### config.mk
export PLATFORM = sky130hd
export DESIGN_NAME = tcf_timer
export DESIGN_NICKNAME = d
export VERILOG_FILES = /design/src/hw/tcf_capture_front.v /design/src/hw/tcf_timer.v
export VERILOG_INCLUDE_DIRS = /design/src /design/src/hw
export SDC_FILE = /design/constraint.sdc
export NUM_CORES = 1
export LEC_CHECK = 0
export BUFFER_PORTS_ARGS = -buffer_cell sky130_fd_sc_hd__buf_2
export CAP_MARGIN = 5
export CORE_UTILIZATION = 40
export CTS_CLUSTER_SIZE = 8
export DETAILED_ROUTE_END_ITERATION = 7
export GPL_TIMING_DRIVEN = 0
export PLACE_DENSITY_LB_ADDON = 0.3
export SLEW_MARGIN = 40
export SYNTH_ARGS = -nofsm -noshare
export SYNTH_HDL_FRONTEND = slang
export SYNTH_SLANG_ARGS = --single-unit
### constraint.sdc
create_clock -name pclk -period 5.6 [get_ports pclk]
set_input_delay 1.12 -clock pclk [delete_from_list [all_inputs] [get_ports pclk]]
set_output_delay 1.12 -clock pclk [all_outputs]
set_load 0.01 [all_outputs]
### src/hw/tcf_consts.vh
// constants for the sixteen-bit timer with capture and compare
`ifndef TCF_CONSTS_VH
`define TCF_CONSTS_VH

// register indices; byte address is four times the index
`define TCF_IDX_CTRL_A 8'h2F
`define TCF_IDX_FLAGS 8'h30
`define TCF_IDX_CTRL_B 8'h31
`define TCF_IDX_MASK 8'h32
`define TCF_IDX_COUNT16 8'h33
`define TCF_IDX_CMP_A 8'h34
`define TCF_IDX_CMP_B 8'h35
`define TCF_IDX_CAPTURE 8'h36
`define TCF_IDX_COUNT8 8'h37

// reset values
`define TCF_RST_CTRL_A 8'h00
`define TCF_RST_CTRL_B 8'h00
`define TCF_RST_MASK 8'h00

// flag and enable bit positions (mask uses the same positions)
`define TCF_BIT_CAPTURE 5
`define TCF_BIT_CMP_A 4
`define TCF_BIT_CMP_B 3
`define TCF_BIT_WIDE_OVF 2
`define TCF_BIT_RESERVED 1
`define TCF_BIT_NARROW_OVF 0

// control a fields
`define TCF_CA_MODE_A_HI 7
`define TCF_CA_MODE_A_LO 6
`define TCF_CA_MODE_B_HI 5
`define TCF_CA_MODE_B_LO 4
`define TCF_CA_PWM_HI 1
`define TCF_CA_PWM_LO 0
`define TCF_CA_WRITABLE 8'hF3

// control b fields
`define TCF_CB_RUN 0
`define TCF_CB_RISING 1
`define TCF_CB_NOISE_CANCEL 2
`define TCF_CB_CLEAR_ON_A 3
`define TCF_CB_COMPARATOR_SEL 4
`define TCF_CB_WRITABLE 8'h1F

// compare output modes
`define TCF_OUT_OFF 2'b00
`define TCF_OUT_TOGGLE 2'b01
`define TCF_OUT_CLEAR 2'b10
`define TCF_OUT_SET 2'b11

// pulse width select
`define TCF_PWM_OFF 2'b00
`define TCF_PWM_8 2'b01
`define TCF_PWM_9 2'b10
`define TCF_PWM_10 2'b11
`define TCF_TOP_8 16'h00FF
`define TCF_TOP_9 16'h01FF
`define TCF_TOP_10 16'h03FF

// noise canceller sample count
`define TCF_NC_SAMPLES 4

`endif

### src/hw/tcf_capture_front.v
// capture trigger front end: source select, noise canceller, edge select
`timescale 1ns/1ps
`include "tcf_consts.vh"

module tcf_capture_front #(
    parameter SAMPLES = `TCF_NC_SAMPLES
) (
    input wire pclk,
    input wire presetn,
    input wire capture_input_pin,
    input wire comparator_out,
    input wire comparator_capture_select,
    input wire noise_cancel,
    input wire rising_edge_sel,
    output reg capture_event
);

    reg [SAMPLES-1:0] history;
    reg filtered;
    reg level_prev;
    wire source;
    wire all_high;
    wire all_low;
    wire level_now;

    // comparator goes through the same filter and edge logic as the pin
    assign source = comparator_capture_select ? comparator_out
                                              : capture_input_pin;
    assign all_high = &history;
    assign all_low = ~|history;
    assign level_now = noise_cancel ? filtered : history[0];

    always @(posedge pclk or negedge presetn) begin
        if (!presetn) begin
            history <= {SAMPLES{1'b0}};
            filtered <= 1'b0;
            level_prev <= 1'b0;
            capture_event <= 1'b0;
        end else begin
            history <= {history[SAMPLES-2:0], source};
            // level moves only once every sample agrees
            if (all_high) begin
                filtered <= 1'b1;
            end else if (all_low) begin
                filtered <= 1'b0;
            end
            level_prev <= level_now;
            capture_event <= rising_edge_sel ? (level_now & ~level_prev)
                                             : (~level_now & level_prev);
        end
    end

endmodule

### src/hw/tcf_timer.v
// sixteen-bit timer with capture, two compares, pwm and shared flags
// Operation
// - capture event copies counter into capture register and sets flag bit 5.
// - flags clear when their vector executes or when software writes one.
// - capture request needs global enable, capture enable and capture flag.
// - counter equal to compare A sets flag bit 4.
// - counter equal to compare B sets flag bit 3.
// - compare requests gated by global enable, own enable and own flag.
// - sixteen-bit counter overflow sets flag bit 2.
// - in up/down pwm overflow flag sets when counter leaves zero.
// - eight-bit counter overflow sets flag bit 0.
// - overflow requests gated by global enable, own enable, own flag.
// - flag bit 1 is reserved and reads zero.
// - 8, 9 or 10-bit centred glitch-free pwm using both compares.
// - capture from pin with edge chosen in control b, or comparator.
// - noise canceller needs four equal samples before capture flag.
// - control a bits 7:6 choose compare A pin action; any mode but 00 enables the pin output.
// - control a bits 5:4 choose compare B pin action; any mode but 00 enables the pin output.
// - comparator capture uses the same filter and edge front end.
//
// Decided for this implementation: the APB interface to the registers.
`timescale 1ns/1ps
`include "tcf_consts.vh"

module tcf_timer #(
    parameter ADDR_WIDTH = 12
) (
    input wire pclk,
    input wire presetn,
    input wire psel,
    input wire penable,
    input wire pwrite,
    input wire [ADDR_WIDTH-1:0] paddr,
    input wire [31:0] pwdata,
    input wire [3:0] pstrb,
    output reg [31:0] prdata,
    output wire pready,
    output wire pslverr,
    input wire capture_input_pin,
    input wire comparator_out,
    input wire global_irq_enable,
    input wire [5:0] vector_taken,
    output wire [5:0] irq_request,
    output reg compare_a_out_pin,
    output wire compare_a_out_en,
    output reg compare_b_out_pin,
    output wire compare_b_out_en
);

    // valid flag positions; bit 1 never stores anything
    localparam [7:0] FLAG_MASK = 8'h3D;

    reg [7:0] timer16_control_a;
    reg [7:0] timer16_control_b;
    reg [7:0] irq_mask;
    reg [7:0] timer_interrupt_flags;
    reg [15:0] count16;
    reg [7:0] count8;
    reg [15:0] compare_a_value;
    reg [15:0] compare_b_value;
    reg [15:0] cmp_a_live;
    reg [15:0] cmp_b_live;
    reg [15:0] capture_value_reg;
    reg count_up;
    reg [15:0] next_count16;
    reg next_up;
    reg wide_ovf;
    reg [7:0] set_flags;
    reg [31:0] next_prdata;

    wire capture_event;
    wire run;
    wire [1:0] pwm_sel;
    wire pwm_on;
    wire [15:0] top;
    wire match_a;
    wire match_b;
    wire setup;
    wire access;
    wire [7:0] idx;
    wire mapped;
    wire wr;
    wire [7:0] wbyte0;
    wire [7:0] wbyte1;

    // register index from a word address; upper address bits must be zero
    function [7:0] reg_index;
        input [ADDR_WIDTH-1:0] addr;
        begin
            reg_index = addr[9:2];
        end
    endfunction

    function is_mapped;
        input [7:0] i;
        begin
            is_mapped = (i >= `TCF_IDX_CTRL_A) && (i <= `TCF_IDX_COUNT8);
        end
    endfunction

    // pin action on a match in normal mode
    function next_pin;
        input [1:0] mode;
        input pin;
        begin
            case (mode)
                `TCF_OUT_TOGGLE: next_pin = ~pin;
                `TCF_OUT_CLEAR: next_pin = 1'b0;
                `TCF_OUT_SET: next_pin = 1'b1;
                default: next_pin = pin;
            endcase
        end
    endfunction

    // centred pwm: non-inverted clears on the way up, sets on the way down
    function pwm_pin;
        input [1:0] mode;
        input up;
        input pin;
        begin
            case (mode)
                `TCF_OUT_CLEAR: pwm_pin = ~up;
                `TCF_OUT_SET: pwm_pin = up;
                default: pwm_pin = pin;
            endcase
        end
    endfunction

    tcf_capture_front #(
        .SAMPLES(`TCF_NC_SAMPLES)
    ) u_front (
        .pclk(pclk),
        .presetn(presetn),
        .capture_input_pin(capture_input_pin),
        .comparator_out(comparator_out),
        .comparator_capture_select(
            timer16_control_b[`TCF_CB_COMPARATOR_SEL]),
        .noise_cancel(timer16_control_b[`TCF_CB_NOISE_CANCEL]),
        .rising_edge_sel(timer16_control_b[`TCF_CB_RISING]),
        .capture_event(capture_event)
    );

    assign run = timer16_control_b[`TCF_CB_RUN];
    assign pwm_sel = timer16_control_a[`TCF_CA_PWM_HI:`TCF_CA_PWM_LO];
    assign pwm_on = (pwm_sel != `TCF_PWM_OFF);
    assign top = (pwm_sel == `TCF_PWM_8) ? `TCF_TOP_8 :
                 (pwm_sel == `TCF_PWM_9) ? `TCF_TOP_9 : `TCF_TOP_10;
    assign match_a = run && (count16 == cmp_a_live);
    assign match_b = run && (count16 == cmp_b_live);

    assign setup = psel && !penable;
    assign access = psel && penable;
    assign idx = reg_index(paddr);
    assign mapped = is_mapped(idx) && (paddr[1:0] == 2'b00)
                    && (paddr[ADDR_WIDTH-1:10] == 0);
    assign wr = access && pwrite && mapped;
    assign wbyte0 = pstrb[0] ? pwdata[7:0] : 8'h00;
    assign wbyte1 = pstrb[1] ? pwdata[15:8] : 8'h00;
    assign pready = 1'b1;
    assign pslverr = access && !mapped;

    assign compare_a_out_en = timer16_control_a[`TCF_CA_MODE_A_HI:
                                                `TCF_CA_MODE_A_LO] != 2'b00;
    assign compare_b_out_en = timer16_control_a[`TCF_CA_MODE_B_HI:
                                                `TCF_CA_MODE_B_LO] != 2'b00;

    // requests: global enable, own enable and own flag all set
    assign irq_request = {6{global_irq_enable}} & irq_mask[5:0]
                         & timer_interrupt_flags[5:0];

    // counter next state
    always @* begin
        next_count16 = count16;
        next_up = count_up;
        wide_ovf = 1'b0;
        if (run) begin
            if (pwm_on) begin
                if (count_up) begin
                    if (count16 >= top) begin
                        next_up = 1'b0;
                        next_count16 = count16 - 16'h0001;
                    end else begin
                        next_count16 = count16 + 16'h0001;
                    end
                end else if (count16 == 16'h0000) begin
                    next_up = 1'b1;
                    next_count16 = 16'h0001;
                end else begin
                    next_count16 = count16 - 16'h0001;
                end
                // leaving zero counts as overflow here
                wide_ovf = (count16 == 16'h0000);
            end else begin
                next_up = 1'b1;
                if (match_a && timer16_control_b[`TCF_CB_CLEAR_ON_A]) begin
                    next_count16 = 16'h0000;
                end else begin
                    next_count16 = count16 + 16'h0001;
                end
                wide_ovf = (count16 == 16'hFFFF);
            end
        end
    end

    always @* begin
        set_flags = 8'h00;
        set_flags[`TCF_BIT_CAPTURE] = capture_event;
        set_flags[`TCF_BIT_CMP_A] = match_a;
        set_flags[`TCF_BIT_CMP_B] = match_b;
        set_flags[`TCF_BIT_WIDE_OVF] = wide_ovf;
        set_flags[`TCF_BIT_NARROW_OVF] = run && (count8 == 8'hFF);
    end

    always @* begin
        next_prdata = 32'h0000_0000;
        if (idx == `TCF_IDX_CTRL_A) begin
            next_prdata[7:0] = timer16_control_a;
        end else if (idx == `TCF_IDX_FLAGS) begin
            next_prdata[7:0] = timer_interrupt_flags & FLAG_MASK;
        end else if (idx == `TCF_IDX_CTRL_B) begin
            next_prdata[7:0] = timer16_control_b;
        end else if (idx == `TCF_IDX_MASK) begin
            next_prdata[7:0] = irq_mask;
        end else if (idx == `TCF_IDX_COUNT16) begin
            next_prdata[15:0] = count16;
        end else if (idx == `TCF_IDX_CMP_A) begin
            next_prdata[15:0] = compare_a_value;
        end else if (idx == `TCF_IDX_CMP_B) begin
            next_prdata[15:0] = compare_b_value;
        end else if (idx == `TCF_IDX_CAPTURE) begin
            next_prdata[15:0] = capture_value_reg;
        end else if (idx == `TCF_IDX_COUNT8) begin
            next_prdata[7:0] = count8;
        end
    end

    always @(posedge pclk or negedge presetn) begin
        if (!presetn) begin
            prdata <= 32'h0000_0000;
        end else if (setup && !pwrite && mapped) begin
            prdata <= next_prdata;
        end else if (setup) begin
            prdata <= 32'h0000_0000;
        end
    end

    // control registers
    always @(posedge pclk or negedge presetn) begin
        if (!presetn) begin
            timer16_control_a <= `TCF_RST_CTRL_A;
            timer16_control_b <= `TCF_RST_CTRL_B;
            irq_mask <= `TCF_RST_MASK;
            compare_a_value <= 16'h0000;
            compare_b_value <= 16'h0000;
        end else if (wr) begin
            if (idx == `TCF_IDX_CTRL_A && pstrb[0]) begin
                timer16_control_a <= pwdata[7:0] & `TCF_CA_WRITABLE;
            end else if (idx == `TCF_IDX_CTRL_B && pstrb[0]) begin
                timer16_control_b <= pwdata[7:0] & `TCF_CB_WRITABLE;
            end else if (idx == `TCF_IDX_MASK && pstrb[0]) begin
                irq_mask <= pwdata[7:0] & FLAG_MASK;
            end else if (idx == `TCF_IDX_CMP_A) begin
                if (pstrb[0]) compare_a_value[7:0] <= pwdata[7:0];
                if (pstrb[1]) compare_a_value[15:8] <= pwdata[15:8];
            end else if (idx == `TCF_IDX_CMP_B) begin
                if (pstrb[0]) compare_b_value[7:0] <= pwdata[7:0];
                if (pstrb[1]) compare_b_value[15:8] <= pwdata[15:8];
            end
        end
    end

    // flags: hardware set beats a clear in the same cycle
    always @(posedge pclk or negedge presetn) begin
        if (!presetn) begin
            timer_interrupt_flags <= 8'h00;
        end else begin
            timer_interrupt_flags <= ((timer_interrupt_flags
                & ~{2'b00, vector_taken}
                & ~((wr && idx == `TCF_IDX_FLAGS) ? wbyte0 : 8'h00))
                | set_flags) & FLAG_MASK;
        end
    end

    // counters; a software write wins over counting
    always @(posedge pclk or negedge presetn) begin
        if (!presetn) begin
            count16 <= 16'h0000;
            count8 <= 8'h00;
            count_up <= 1'b1;
        end else begin
            count_up <= next_up;
            if (wr && idx == `TCF_IDX_COUNT16) begin
                count16 <= {pstrb[1] ? pwdata[15:8] : count16[15:8],
                             pstrb[0] ? pwdata[7:0] : count16[7:0]};
            end else begin
                count16 <= next_count16;
            end
            if (wr && idx == `TCF_IDX_COUNT8 && pstrb[0]) begin
                count8 <= wbyte0;
            end else if (run) begin
                count8 <= count8 + 8'h01;
            end
        end
    end

    // capture copies the count seen when the edge is reported
    always @(posedge pclk or negedge presetn) begin
        if (!presetn) begin
            capture_value_reg <= 16'h0000;
        end else if (capture_event) begin
            capture_value_reg <= count16;
        end
    end

    // compare copies reload only at top in pwm so a period never glitches
    always @(posedge pclk or negedge presetn) begin
        if (!presetn) begin
            cmp_a_live <= 16'h0000;
            cmp_b_live <= 16'h0000;
        end else if (!pwm_on || (run && count_up && count16 >= top)) begin
            cmp_a_live <= compare_a_value;
            cmp_b_live <= compare_b_value;
        end
    end

    // compare output pins
    always @(posedge pclk or negedge presetn) begin
        if (!presetn) begin
            compare_a_out_pin <= 1'b0;
            compare_b_out_pin <= 1'b0;
        end else if (pwm_on) begin
            if (match_a) begin
                compare_a_out_pin <= pwm_pin(
                    timer16_control_a[7:6], count_up,
                    compare_a_out_pin);
            end
            if (match_b) begin
                compare_b_out_pin <= pwm_pin(
                    timer16_control_a[5:4], count_up,
                    compare_b_out_pin);
            end
        end else begin
            if (match_a) begin
                compare_a_out_pin <= next_pin(
                    timer16_control_a[7:6], compare_a_out_pin);
            end
            if (match_b) begin
                compare_b_out_pin <= next_pin(
                    timer16_control_a[5:4], compare_b_out_pin);
            end
        end
    end

endmodule

==> reports/metrics.cfg <==
[sta]
setup_viol = 0
clock.fmax_mhz = 282
fin_hold_ws_ns = 0.390
setup_ws_ns = 2.06
final_max_slew_viol_count = 0
worst_pin_slew_ns = 0.835
worst_clock_skew_ns = 0.00598
hold_viol = 0
period_share = 0.632
rsz0062_at_grt = no
tns_ns = 0
fin_crit_ns = 3.54
slew-limit-headroom = 0.438

[global_routing]
grtUsageTotal = 0.249
antenna_found_initial = 0
grt_pass1_vias = 6773
grt-ovfl-total = 0
grt_pass1_wl_um = 39900
grt_max_degree = 71

[synthesis]
syn_area_sq_um = 8400
synth_adder_area_share = 0.0119
synthFlopType = dfrtp_1
synth_compound_area_frac = 0.141
synth_warnings = 0
synth_cell_types = 74
synth_top_family_by_area = simple AND/OR/NAND/NOR gates
synth_top_area_share = 0.447
synth_enable_flop_cells = 0
ys_async_sr_fraction = 1.00
syn_area_per_cell_sq_um = 10.0
yosys-top-cells-area = dfrtp_1, mux2_2, nand2_1, xnor2_1, a21oi_1
synth.most_common_cell = dfrtp_1
synth_common_cells = dfrtp_1, mux2_2, nand2_1
ys_seq_elements = 151
yosys.area.top_type = dfrtp_1
synthMuxAreaShare = 0.145
seq_area_frac_synth = 0.450
synthXorXnorAreaFrac = 0.0469
postSynthCellCount = 838
synth-simple-area-share = 0.156

[detailed_routing]
detail_route.vias_per_cell = 5.83
wl_per_cell_um = 21.2
wl_um = 25900
drc = 0
antenna_left = 0
firstDrtPassIters = 5
drt_iter0_markers = 644
vias = 7126

[floorplanning]
coreArea_sq_um = 20400
die_area_sq_um = 21600
die_h_um = 147
ios = 106
initial_utilization = 0.411
num_rows = 52
die_w_um = 147

[finish]
seq_area_sq_um = 3780
syn_to_final_growth_pct = 17.0
antennaDiodeCount = 0
drive_gt1_frac = 0.261
fin_util = 0.481
fin_nets = 1010
multi_input_area_sq_um = 4290
stdcell_count = 1222
n_fill_cell = 1908

[clocking]
post_cts_buffers = 0
insertion_delay_ns = 0.44
htreeDepth = 4
cts_made_buffers = 17
cts_tree = built
cts.repair.resized = 0
cts_buffer_depth = 2
clock-sinks = 151
clkSlewWorstSetupHoldPaths_ns = 0.06
root_buffer = clkbuf_16
holdBufCountCts = 0

[place]
gp_congestion = 0.986
post-dp-hpwl_um = 18700
port_buffers = 65
dp_slack_ns = 1.75
placed_cells = 1191

[pwr]
ir_drop_mv = 0.161
power_leakage_nw = 4.44
powerDensity_nw_per_um2 = 284

[critical_path]
worstPathRequired_ns = 4.48
crit_path_end_kind = output port
path_class = input port to output port
path_max_fanout = 5
start_kind = input port
critPathArrivalTime_ns = 2.42

[hold_path]
hold_path.class = flip-flop to flip-flop

[flow_run]
maxCapViolCount = 0

[outcome]
status = finished, final reports clean

[logic make-up (layout without fill, tap and decap cells)]
kind of cell | after synthesis | after routing
mux | 110 | 110
simple gates | 261 | 261
compound gates | 179 | 179
buf+inv | 82 | 180
other cells | 2 | 18
flops | 151 | 151
xor+xnor | 45 | 45
fa+ha+maj | 8 | 8
[layout make-up]
cell class              count  share of cell area
flip-flops and latches    151               0.385
clock inverters            14              0.0201
inverters                  14             0.00535
repair buffers             67              0.0397
plain buffers              68              0.0358
multi-input cells         621               0.437
clock buffers              17              0.0433
well taps                 270              0.0344
[worst paths after layout]
kind / from / endpoint / slack [ns] / cells past startpoint
setup / recovery: paddr[9] / pslverr / 2.06 / 6
hold / removal: u_front.history[1]$_DFF_PN0_ / u_front.history[2]$_DFF_PN0_ / 0.39 / 0
setup reg to reg: count16[4]$_DFFE_PN0P_ / count16[7]$_DFFE_PN0P_ / 2.13 / 9
hold reg to reg: u_front.history[1]$_DFF_PN0_ / u_front.history[2]$_DFF_PN0_ / 0.39 / 0
max in group asynchronous: presetn / prdata[7]$_DFFE_PN0P_ / 4.40 / 2
min in group asynchronous: presetn / capture_value_reg[11]$_DFFE_PN0P_ / 0.55 / 1
[power by group]
part	internal [W]	leakage, nW	switching (W)
clock	0.000747	0.301	0.000481
sequential	0.00114	1.95	0.0000517
combinational	0.000138	2.19	0.000233
total	0.00202	4.44	0.000766
[critical path: stages]
cell and delay [ns]:
buf_2 0.11, or2_4 0.26, o41ai_4 0.38, nand2_2 0.19, and3_1 0.22, buf_2 0.13
[cells in the final DEF, fill, tap and decap left out, drive strengths merged, types with 9 or more instances in the layout]
cell type / count
nor4: 13
and3: 16
conb: 18
buf: 104
xor2: 15
a21oi: 43
clkbuf: 48
inv: 17
a31oi: 9
mux2i: 16
dfrtp: 150
nand4: 19
nor2: 47
nand2: 80
a221oi: 12
nor3: 29
nand3: 17
o21ai: 50
mux2: 94
xnor2: 30
o22ai: 12
[stage by stage]
stage          instance area [sq um]  total power, W
2_1_floorplan                   8460         0.00142
3_3_place_gp                    9120         0.00156
3_5_place_dp                    9200         0.00157
4_1_cts                         9830         0.00280
5_1_grt                         9830         0.00288
6_report                        9830         0.00279
[routing by layer]
metal | GRT usage | wire length, um
met3 | 0.0512 | 1830
met5 | 0 | 0
met4 | 0.108 | 798
met2 | 0.393 | 12300
met1 | 0.330 | 11000
No activity file was read; power rests on OpenSTA's default activity.
